`src/clkgen_i2c_pkg.sv`:
```
package clkgen_i2c_pkg;

    // Bus addresses picked by the address strap
    localparam logic [6:0] ADDR_STRAP_LO = 7'h69;   // 1101001
    localparam logic [6:0] ADDR_STRAP_HI = 7'h6A;   // 1101010

    // Command byte layout
    localparam int         CMD_MODE_BIT  = 7;       // 1 = single byte mode

    // Register file size and power-up contents
    localparam int         REG_COUNT     = 8;
    localparam logic [7:0] REG_DEFAULTS [REG_COUNT] = '{
        8'hFF, 8'hF0, 8'h29, 8'hFF, 8'hF8, 8'h00, 8'h00, 8'h00
    };

    // Byte 1 low bits read back spread setting, not writable
    localparam int         RO_INDEX      = 1;
    localparam logic [7:0] RO_MASK       = 8'h03;

    // Byte count the device reports at the head of a block read
    localparam logic [7:0] BLOCK_READ_COUNT = 8'h07;

    // Bits per serial byte
    localparam logic [3:0] BYTE_BITS     = 4'h8;

endpackage

```
`src/line_sync.sv`:
```
`timescale 1ns/100ps

module line_sync #(
    parameter logic RESET_VAL = 1'b1
) (
    input  wire logic clk_sys,   // System clock
    input  wire logic rst,       // Synchronous reset, high
    input  wire logic pin,       // Asynchronous pin level
    output logic      level,     // Synchronised level
    output logic      rise,      // One-cycle pulse on rising edge
    output logic      fall       // One-cycle pulse on falling edge
);

    logic meta_q;
    logic sync_q;
    logic last_q;

    // Two flops before use; the first is read only by the second
    always_ff @(posedge clk_sys) begin
        if (rst) begin
            meta_q <= RESET_VAL;
            sync_q <= RESET_VAL;
            last_q <= RESET_VAL;
        end else begin
            meta_q <= pin;
            sync_q <= meta_q;
            last_q <= sync_q;
        end
    end

    // Edge pulses compare settled samples only
    assign level = sync_q;
    assign rise  = sync_q & ~last_q;
    assign fall  = ~sync_q & last_q;

endmodule // line_sync

```
`src/clkgen_i2c_port.sv`:
```
// Function
// - registers load defaults before any transfer
// - block bytes ascend, MSB first, stop anywhere
// - block read command top bit zero, acknowledged
// - read returns count seven, then data
// - block write starts at command low seven bits
// - command zero starts at register zero
// - device acknowledges every written byte
// - command top bit set means single byte
// - byte read: top bit, restart, read, nack
// - strap picks address 1101001 or 1101010
// - block read frame order as listed
// - byte read frame order as listed
// - port silent in power down or no power good
// - strap captured once, later changes ignored
`timescale 1ns/100ps

module clkgen_i2c_port
    import clkgen_i2c_pkg::*;
(
    input  wire logic                   clk_sys,         // 200 MHz clock
    input  wire logic                   rst,             // Sync reset, high
    input  wire logic                   scl_in,          // Serial clock pin
    input  wire logic                   sda_in,          // Serial data pin
    output logic                        sda_out,         // Data level, low
    output logic                        sda_oe_n,        // Low pulls data
    input  wire logic                   power_good_in,   // Power good pin
    input  wire logic                   bus_addr_strap,  // Address strap
    input  wire logic [1:0]             spread_readback, // Spread latch
    output logic [REG_COUNT*8-1:0]      reg_image,       // All registers
    output logic                        port_enabled,    // Port alive
    output logic [6:0]                  bus_addr         // Latched address
);

    typedef enum logic [2:0] {
        ST_IDLE, ST_RX, ST_ACK, ST_TX, ST_TXACK, ST_IGNORE
    } state_t;

    typedef enum logic [2:0] {
        PH_ADDR, PH_CMD, PH_COUNT, PH_DATA, PH_DONE
    } phase_t;

    logic       scl_s, scl_rise, scl_fall;
    logic       sda_s, sda_rise, sda_fall;
    logic       power_down_n;
    logic       strap_s;

    state_t     state_q, state_d;
    phase_t     phase_q, phase_d;
    logic [7:0] shift_q, shift_d;
    logic [3:0] bit_cnt_q, bit_cnt_d;
    logic       byte_mode_q, byte_mode_d;
    logic [6:0] index_q, index_d;
    logic [7:0] remain_q, remain_d;
    logic       ack_q, ack_d;
    logic       tx_first_q, tx_first_d;
    logic       ack_to_tx_q, ack_to_tx_d;
    logic       sda_oe_n_q, sda_oe_n_d;
    logic       armed_q;
    logic       addr_hi_q;
    logic [7:0] regs_q [REG_COUNT];

    // Pins from the bus and the board pass two flops first
    line_sync #(.RESET_VAL(1'b1)) u_scl (
        .clk_sys (clk_sys),
        .rst     (rst),
        .pin     (scl_in),
        .level   (scl_s),
        .rise    (scl_rise),
        .fall    (scl_fall)
    );

    line_sync #(.RESET_VAL(1'b1)) u_sda (
        .clk_sys (clk_sys),
        .rst     (rst),
        .pin     (sda_in),
        .level   (sda_s),
        .rise    (sda_rise),
        .fall    (sda_fall)
    );

    line_sync #(.RESET_VAL(1'b0)) u_pwr (
        .clk_sys (clk_sys),
        .rst     (rst),
        .pin     (power_good_in),
        .level   (power_down_n),
        .rise    (),
        .fall    ()
    );

    line_sync #(.RESET_VAL(1'b1)) u_strap (
        .clk_sys (clk_sys),
        .rst     (rst),
        .pin     (bus_addr_strap),
        .level   (strap_s),
        .rise    (),
        .fall    ()
    );

    // Pin acts as power good until first seen high, then as power down
    always_ff @(posedge clk_sys) begin
        if (rst) begin
            armed_q   <= 1'b0;
            addr_hi_q <= 1'b0;
        end else if (!armed_q && power_down_n) begin
            armed_q   <= 1'b1;
            addr_hi_q <= strap_s;
        end
    end

    // Port control decode
    logic       link_on;
    logic       start_cond;
    logic       stop_cond;
    logic       byte_in;
    logic       addr_match;
    logic       count_phase;
    logic [7:0] rd_data;
    logic [7:0] tx_byte;
    logic       tx_takes_data;
    logic       wr_fire;
    logic       has_room;

    assign link_on      = armed_q & power_down_n;
    assign bus_addr     = addr_hi_q ? ADDR_STRAP_HI
                                    : ADDR_STRAP_LO;
    assign start_cond   = scl_s & sda_fall;
    assign stop_cond    = scl_s & sda_rise;
    assign byte_in      = (state_q == ST_RX) & scl_fall
                          & (bit_cnt_q == BYTE_BITS);
    assign addr_match   = (shift_q[7:1] == bus_addr);
    assign has_room     = byte_mode_q | (remain_q != 8'h00);
    assign count_phase  = tx_first_q & ~byte_mode_q;
    assign tx_takes_data = ~count_phase;
    assign tx_byte      = count_phase ? BLOCK_READ_COUNT : rd_data;

    // Out of range indexes read zero; spread bits come live
    always_comb begin
        rd_data = 8'h00;
        if (index_q < 7'(REG_COUNT)) begin
            rd_data = regs_q[index_q[2:0]];
        end
        if (index_q == 7'(RO_INDEX)) begin
            rd_data = (rd_data & ~RO_MASK)
                      | {6'h00, spread_readback};
        end
    end

    // Writes land once per data byte inside the announced count
    assign wr_fire = byte_in & (phase_q == PH_DATA) & has_room
                     & link_on;

    // Bit engine; received bits shift in on scl rising edges, the data drive moves on falling edges
    always_comb begin
        state_d     = state_q;
        phase_d     = phase_q;
        shift_d     = shift_q;
        bit_cnt_d   = bit_cnt_q;
        byte_mode_d = byte_mode_q;
        index_d     = index_q;
        remain_d    = remain_q;
        ack_d       = ack_q;
        tx_first_d  = tx_first_q;
        ack_to_tx_d = ack_to_tx_q;
        sda_oe_n_d  = sda_oe_n_q;
        if (!link_on) begin
            state_d    = ST_IDLE;
            sda_oe_n_d = 1'b1;
        end else if (start_cond) begin
            state_d    = ST_RX;
            phase_d    = PH_ADDR;
            bit_cnt_d  = 4'h0;
            sda_oe_n_d = 1'b1;
        end else if (stop_cond) begin
            state_d    = ST_IDLE;
            sda_oe_n_d = 1'b1;
        end else begin
            case (state_q)
                ST_IDLE: begin
                end
                ST_RX: begin
                    if (scl_rise && bit_cnt_q != BYTE_BITS) begin
                        shift_d   = {shift_q[6:0], sda_s};
                        bit_cnt_d = bit_cnt_q + 4'h1;
                    end else if (byte_in) begin
                        bit_cnt_d   = 4'h0;
                        state_d     = ST_ACK;
                        sda_oe_n_d  = 1'b0;
                        ack_to_tx_d = 1'b0;
                        case (phase_q)
                            PH_ADDR: begin
                                if (!addr_match) begin
                                    state_d    = ST_IGNORE;
                                    sda_oe_n_d = 1'b1;
                                end else if (shift_q[0]) begin
                                    ack_to_tx_d = 1'b1;
                                    tx_first_d  = 1'b1;
                                end else begin
                                    phase_d = PH_CMD;
                                end
                            end
                            PH_CMD: begin
                                byte_mode_d = shift_q[CMD_MODE_BIT];
                                index_d     = shift_q[6:0];
                                phase_d     = shift_q[CMD_MODE_BIT]
                                              ? PH_DATA : PH_COUNT;
                            end
                            PH_COUNT: begin
                                remain_d = shift_q;
                                phase_d  = PH_DATA;
                            end
                            PH_DATA: begin
                                if (byte_mode_q) begin
                                    phase_d = PH_DONE;
                                end else if (has_room) begin
                                    index_d  = index_q + 7'h01;
                                    remain_d = remain_q - 8'h01;
                                end
                            end
                            default: begin
                            end
                        endcase
                    end
                end
                ST_ACK: begin
                    if (scl_fall && ack_to_tx_q) begin
                        state_d    = ST_TX;
                        shift_d    = tx_byte;
                        sda_oe_n_d = tx_byte[7];
                        bit_cnt_d  = 4'h0;
                        tx_first_d = 1'b0;
                        if (tx_takes_data && !byte_mode_q) begin
                            index_d = index_q + 7'h01;
                        end
                    end else if (scl_fall) begin
                        state_d    = ST_RX;
                        sda_oe_n_d = 1'b1;
                    end
                end
                ST_TX: begin
                    if (scl_fall && bit_cnt_q == 4'h7) begin
                        state_d    = ST_TXACK;
                        sda_oe_n_d = 1'b1;
                    end else if (scl_fall) begin
                        bit_cnt_d  = bit_cnt_q + 4'h1;
                        shift_d    = {shift_q[6:0], 1'b0};
                        sda_oe_n_d = shift_q[6];
                    end
                end
                ST_TXACK: begin
                    if (scl_rise) begin
                        ack_d = ~sda_s;
                    end else if (scl_fall && ack_q) begin
                        state_d    = ST_TX;
                        shift_d    = tx_byte;
                        sda_oe_n_d = tx_byte[7];
                        bit_cnt_d  = 4'h0;
                        tx_first_d = 1'b0;
                        if (tx_takes_data && !byte_mode_q) begin
                            index_d = index_q + 7'h01;
                        end
                    end else if (scl_fall) begin
                        state_d = ST_IGNORE;
                    end
                end
                ST_IGNORE: begin
                end
                default: begin
                    state_d    = ST_IDLE;
                    sda_oe_n_d = 1'b1;
                end
            endcase
        end
    end

    // Engine state
    always_ff @(posedge clk_sys) begin
        if (rst) begin
            state_q     <= ST_IDLE;
            phase_q     <= PH_ADDR;
            shift_q     <= 8'h00;
            bit_cnt_q   <= 4'h0;
            byte_mode_q <= 1'b0;
            index_q     <= 7'h00;
            remain_q    <= 8'h00;
            ack_q       <= 1'b0;
            tx_first_q  <= 1'b0;
            ack_to_tx_q <= 1'b0;
            sda_oe_n_q  <= 1'b1;
        end else begin
            state_q     <= state_d;
            phase_q     <= phase_d;
            shift_q     <= shift_d;
            bit_cnt_q   <= bit_cnt_d;
            byte_mode_q <= byte_mode_d;
            index_q     <= index_d;
            remain_q    <= remain_d;
            ack_q       <= ack_d;
            tx_first_q  <= tx_first_d;
            ack_to_tx_q <= ack_to_tx_d;
            sda_oe_n_q  <= sda_oe_n_d;
        end
    end

    // Register file; one entry per loop pass, defaults on reset
    genvar gi;
    generate
        for (gi = 0; gi < REG_COUNT; gi++) begin : g_reg
            logic       wr_en;
            logic [7:0] keep_mask;
            assign wr_en     = wr_fire & (index_q == 7'(gi));
            assign keep_mask = (gi == RO_INDEX) ? RO_MASK : 8'h00;
            always_ff @(posedge clk_sys) begin
                if (rst) begin
                    regs_q[gi] <= REG_DEFAULTS[gi];
                end else if (wr_en) begin
                    regs_q[gi] <= (shift_q & ~keep_mask)
                                  | (regs_q[gi] & keep_mask);
                end
            end
            assign reg_image[gi*8 +: 8] = regs_q[gi];
        end
    endgenerate

    // Open drain: only ever pulls low, released otherwise
    assign sda_out      = 1'b0;
    assign sda_oe_n     = sda_oe_n_q;
    assign port_enabled = link_on;

endmodule // clkgen_i2c_port

```
`config.mk`:
```
export PLATFORM = sky130hd
export DESIGN_NAME = clkgen_i2c_port
export DESIGN_NICKNAME = d
export VERILOG_FILES = /design/src/clkgen_i2c_pkg.sv /design/src/line_sync.sv /design/src/clkgen_i2c_port.sv
export SDC_FILE = /design/constraint.sdc
export NUM_CORES = 1
export LEC_CHECK = 0
export BUFFER_PORTS_ARGS = -buffer_cell sky130_fd_sc_hd__buf_2
export CAP_MARGIN = 5
export CORE_MARGIN = 2
export CORE_UTILIZATION = 40
export CTS_CLUSTER_DIAMETER = 200
export DETAILED_ROUTE_END_ITERATION = 12
export PLACE_DENSITY_LB_ADDON = 0.2
export SYNTH_ARGS = -nofsm -noshare
export SYNTH_HDL_FRONTEND = slang
export SYNTH_HIERARCHICAL = 1
export SYNTH_SLANG_ARGS = --single-unit
```
`constraint.sdc`:
```
create_clock -name clk_sys -period 3 [get_ports clk_sys]
set_clock_uncertainty 0.2 [all_clocks]
set_input_delay 0.15 -clock clk_sys [delete_from_list [all_inputs] [get_ports clk_sys]]
set_output_delay 0.15 -clock clk_sys [all_outputs]
set_load 0.01 [all_outputs]
```
# Word-level counts from Yosys, hierarchy flattened
# Memory sizes are Yosys's and may differ from the RTL's. A register that Yosys moved wholly into a read port is not among the register bits.
# Index checks and enable logic that the tools add are counted.
[op_classes] addsub=3 n_mul=0 div=0 magnitude_cmp=1 n_eq_ne=57 n_shift=0 muxes=116 bitwise_logic=43 reduce_logical=34
[op_table] cell="$mux 8" n=19
[op_table] cell="$mux 3" n=20
[op_table] cell="$mux 7" n=8
[op_table] cell="$mux 1" n=50
[op_table] cell="$ne 3x3->1 const B" n=13
[op_table] cell="$mux 4" n=9
[op_table] cell="$pmux 8 s4" n=1
[op_table] cell="$eq 7x3->1 const B" n=4
[op_table] cell="$ne 2x2->1 const B" n=14
[op_table] cell="$reduce_and 7->1" n=4
[op_table] cell="$reduce_and 9->1" n=3
[op_table] cell="$reduce_and 12->1" n=2
[op_table] cell="$and 1x1->1" n=21
[op_table] cell="$pmux 7 s3" n=1
[op_table] cell="$ne 4x4->1 const B" n=5
[op_table] cell="$or 8x2->8" n=2
[op_table] cell="$pmux 4 s4" n=1
[op_table] cell="$pmux 8 s2" n=1
[op_table] cell="$pmux 3 s5" n=1
[op_table] cell="$eq 7x2->1 const B" n=2
[op_table] cell="$pmux 7 s2" n=1
[op_table] cell="$eq 3x2->1 const B" n=4
[op_table] cell="$pmux 3 s4" n=1
[op_table] cell="$not 1->1" n=11
[op_table] cell="other kinds (32)" n=56
[word_totals] regBits=50 latch_bits=0 mem_bits_rw=64 romBits=0 output_inout_bits=74 wordCells=279 n_memories=1
[mem_list] name="regs_q" depth=8 word_bits=8 rd=9 rd_ports_with_merged_regs=1 write_ports=8 line="clkgen_i2c_port.sv:61" text="logic [7:0] regs_q [REG_COUNT];"

# Logic depth before layout (Yosys ltp)
[depth] ltp_word=12 mapped_depth=9 depth_no_buf=8

# Modules after synthesis
# The synthesis kept the hierarchy.
[modules_own_cells] module="clkgen_i2c_port" n_inst=1 cells_each=579 area_each_um2=5671.7 seq_area_each_um2=2722.6
[modules_own_cells] module="line_sync (u_scl ...)" n_inst=3 cells_each=8 area_each_um2=92.6 seq_area_each_um2=60.1
[modules_own_cells] module="line_sync (u_pwr)" n_inst=1 cells_each=8 area_each_um2=91.3 seq_area_each_um2=60.1

# Worst setup path after synthesis
# OpenSTA, ideal clock, no wires.
[synth_path] path_kind="reg2reg" from="register u_scl.sync_q, in the netlist u_scl/level" to="memory regs_q[6][0], enable pin" setup_ns=0.375 t_arrival_ns=2.209 required_time_ns=2.425 path_slack_ns=0.216 stages_incl_launch_ff=9 path_buffers=2 path_cell_list="dfxtp_1 > and2b_1 > clkbuf_1 > and4b_1 > nand2_1 > nor4_4 > nand2_1 > clkbuf_1 > o21bai_1"
[synth_lines] item="start, declared" line="line_sync.sv:15" text="logic sync_q;"
[synth_lines] item="start signal, assigned" line="line_sync.sv:26" text="sync_q <= meta_q;"
[synth_lines] item="end, declared" line="clkgen_i2c_port.sv:61"

# Final worst setup path
[layout_path] from="register remain_q[0]" to="register index_q[2]"
[layout_between] elab_chain_cells=4
[layout_lines] item="start, declared" line="clkgen_i2c_port.sv:54" text="logic [7:0] remain_q, remain_d;"
[layout_lines] item="start signal, assigned" line="clkgen_i2c_port.sv:297" text="remain_q <= remain_d;"
[layout_lines] item="$reduce_bool 8->1" line="clkgen_i2c_port.sv:132" text="assign has_room = byte_mode_q | (remain_q != 8'h00);"
[layout_lines] item="$or 1x1->1" line="clkgen_i2c_port.sv:132"
[layout_lines] item="$ne 3x3->1 (no source line)"
[layout_lines] item="$reduce_and 12->1 (no source line)"
[layout_lines] item="end signal, assigned" line="clkgen_i2c_port.sv:296" text="index_q <= index_d;"
[layout_lines] item="end, declared" line="clkgen_i2c_port.sv:53" text="logic [6:0] index_q, index_d;"
# Every way passes these cells.
# A chain may end at the register's enable or synchronous reset.

==> flow_summary.toml <==
[setup_path]
worstSetupEndpointType = "flip-flop"
path_class = "flip-flop to flip-flop"
crit_arrival_ps = 2800
cp.required_ps = 3100
r2r_start = "remain_q[0]$_SDFFE_PP0P_"
startpoint_type = "flip-flop"
r2r_slack_ps = 300
r2r-end = "index_q[2]$_SDFFE_PP0P_"
r2r_cells = 8
cp_max_fo = 6

[run]
drv_cap = 0

[routing]
postRouteAntennaNets = 0
drc_errors = 0
via_per_inst = 5.670
vias = 5046
routed_wl_mm = 17.14
drt_iter0_markers = 397
first_pass_iters = 5
routedWlPerCell_um = 19.26

[cts]
clk_path_buf_depth = 2
cts_made_buffers = 17
insertion_delay_ps = 420
cts_tree = "done"
cts.sinks = 115
h-tree-depth = 4
cts_resized = 0
cts_root_buf = "clkbuf_16"
clk_pin_slew_worst_paths_ps = 60

[min_path]
worstHoldStart = "spread_readback[1]"
whs_path_depth = 5
hold_class = "input port to flip-flop"
hold_end = "shift_q[1]$_SDFFE_PP0P_"

[sta]
drv_slew = 0
rsz0062_at_grt = "no"
fmax_mhz = 370.3
whs_ps = 93.39
report.final.setup_viol = 0
slew-limit-headroom_pct = 42.09
finalHoldViolCount = 0
finalCritPeriodShare_pct = 90.03
fin_crit_ps = 2701
worst_slew_pin_slew_ps = 857.8
finalSetupTns_ps = 0

[yosys]
ys_warn_count = 6
syn_inst = 603
avgSynthCellArea_um2 = 9.887
syn_area_um2 = 5962

[grt]
overflow = 0
grt_pass1_vias = 4821
antenna_found_initial = 0
met2_usage_pct = 33.55
grt_use_met3_pct = 4.715
grt_use_total_pct = 22.11
gr-usage-met1_pct = 31.42
top_usage_layer = "met2"
grt_pass1_wl_mm = 27.03
grt_max_degree = 20

[power]
power.total_w = 0.003832
power_leakage_nw = 2.516
power_density_nw_per_um2 = 530.9
ir_drop_uv = 364.7

[placement]
dp_cells = 850
place.gp.congestion = 0.8552
dp_hpwl_mm = 12.49
portBuffers = 73

[die]
io_pins = 82
die_w_um = 126.1
core_um2 = 14530
fp.dieH_um = 126.1
initial_core_util_pct = 41.02
dieArea_um2 = 15900
rows = 44

[run_status]
status = "finished, final reports clean"

[final_layout]
instances_no_fill = 890
final_net_count = 709
final_cell_mix = "80 x nor2_1, 73 x buf_2, 62 x edfxtp_1, 58 x nand2_1, 53 x dfxtp_1"
post-route-util_pct = 49.66
n_antenna_cell = 0
drive_above_1_share_pct = 22.80
syn_to_final_growth_pct = 21.07
nFillCells = 1380
final_common_cell = "nor2_1"
per-layer routing:
metal / vias to the layer above / wire length (µm)
met5: - / 0
met4: 0 / 306
met3: 23 / 1088
met2: 175 / 7887
met1: 2482 / 7855
li1: 2366 / -
worst max-delay path: stages (launching register included):
cell and delay [ps]:
dfxtp_1 340, inv_1 130, ha_1 150, or4b_2 590, o21bai_1 300, a211oi_1 160, o21ai_0 380, a2bb2oi_1 270
nor2_1 50
sequential cells by signal (all words and copies together) (netlist names), 3 cells and up, named ones only:
register,cells
phase_q,3
shift_q,8
bit_cnt_q,4
state_q,3
regs_q,62
remain_q,8
index_q,7
timing repair:
action                     CTS  global route
setup buffers                0             1
hold endpoints to repair    10             0
setup endpoints to repair    0             7
hold buffers                 7             0
where the power goes:
group | switching [W] | internal (W) | total, W
combinational | 0.000113 | 0.0000737 | 0.000187
sequential | 0.0000343 | 0.00170 | 0.00174
clock | 0.000769 | 0.00114 | 0.00191
total | 0.000916 | 0.00292 | 0.00383
metrics by stage:
| step | worst slack, ps | area [µm²] |
|---|---|---|
| after detailed placement | 183.1 | 6585 |
| after global placement | 306.9 | 6585 |
| final | 299.2 | 7218 |
| after floorplan | 216.1 | 5984 |
| after global routing | 119.8 | 7218 |
| after CTS | 182.6 | 7211 |
worst max-delay path by stage:
stage                                  to  cells past startpoint                      from
2_1_floorplan  regs_q[6][0]$_SDFFCE_PN0P_                      8    u_scl/level$_SDFF_PP1_
3_3_place_gp   regs_q[4][4]$_SDFFCE_PN1P_                      7    u_scl/level$_SDFF_PP1_
3_5_place_dp   regs_q[4][6]$_SDFFCE_PN1P_                      7    u_scl/level$_SDFF_PP1_
4_1_cts        regs_q[4][4]$_SDFFCE_PN1P_                      7    u_scl/level$_SDFF_PP1_
5_1_grt           index_q[2]$_SDFFE_PP0P_                      8  remain_q[0]$_SDFFE_PP0P_
6_report          index_q[2]$_SDFFE_PP0P_                      8  remain_q[0]$_SDFFE_PP0P_
cell type report:
type / count / area (µm²) / area share, %
inverters: 18 / 67.56 / 0.9360
clock buffers: 17 / 425.4 / 5.894
multi-input cells: 430 / 2774 / 38.43
flip-flops and latches: 115 / 2923 / 40.49
clock inverters: 15 / 130.1 / 1.803
repair buffers: 111 / 668.1 / 9.256
well taps: 184 / 230.2 / 3.189
No activity file was read; power rests on OpenSTA's default activity.
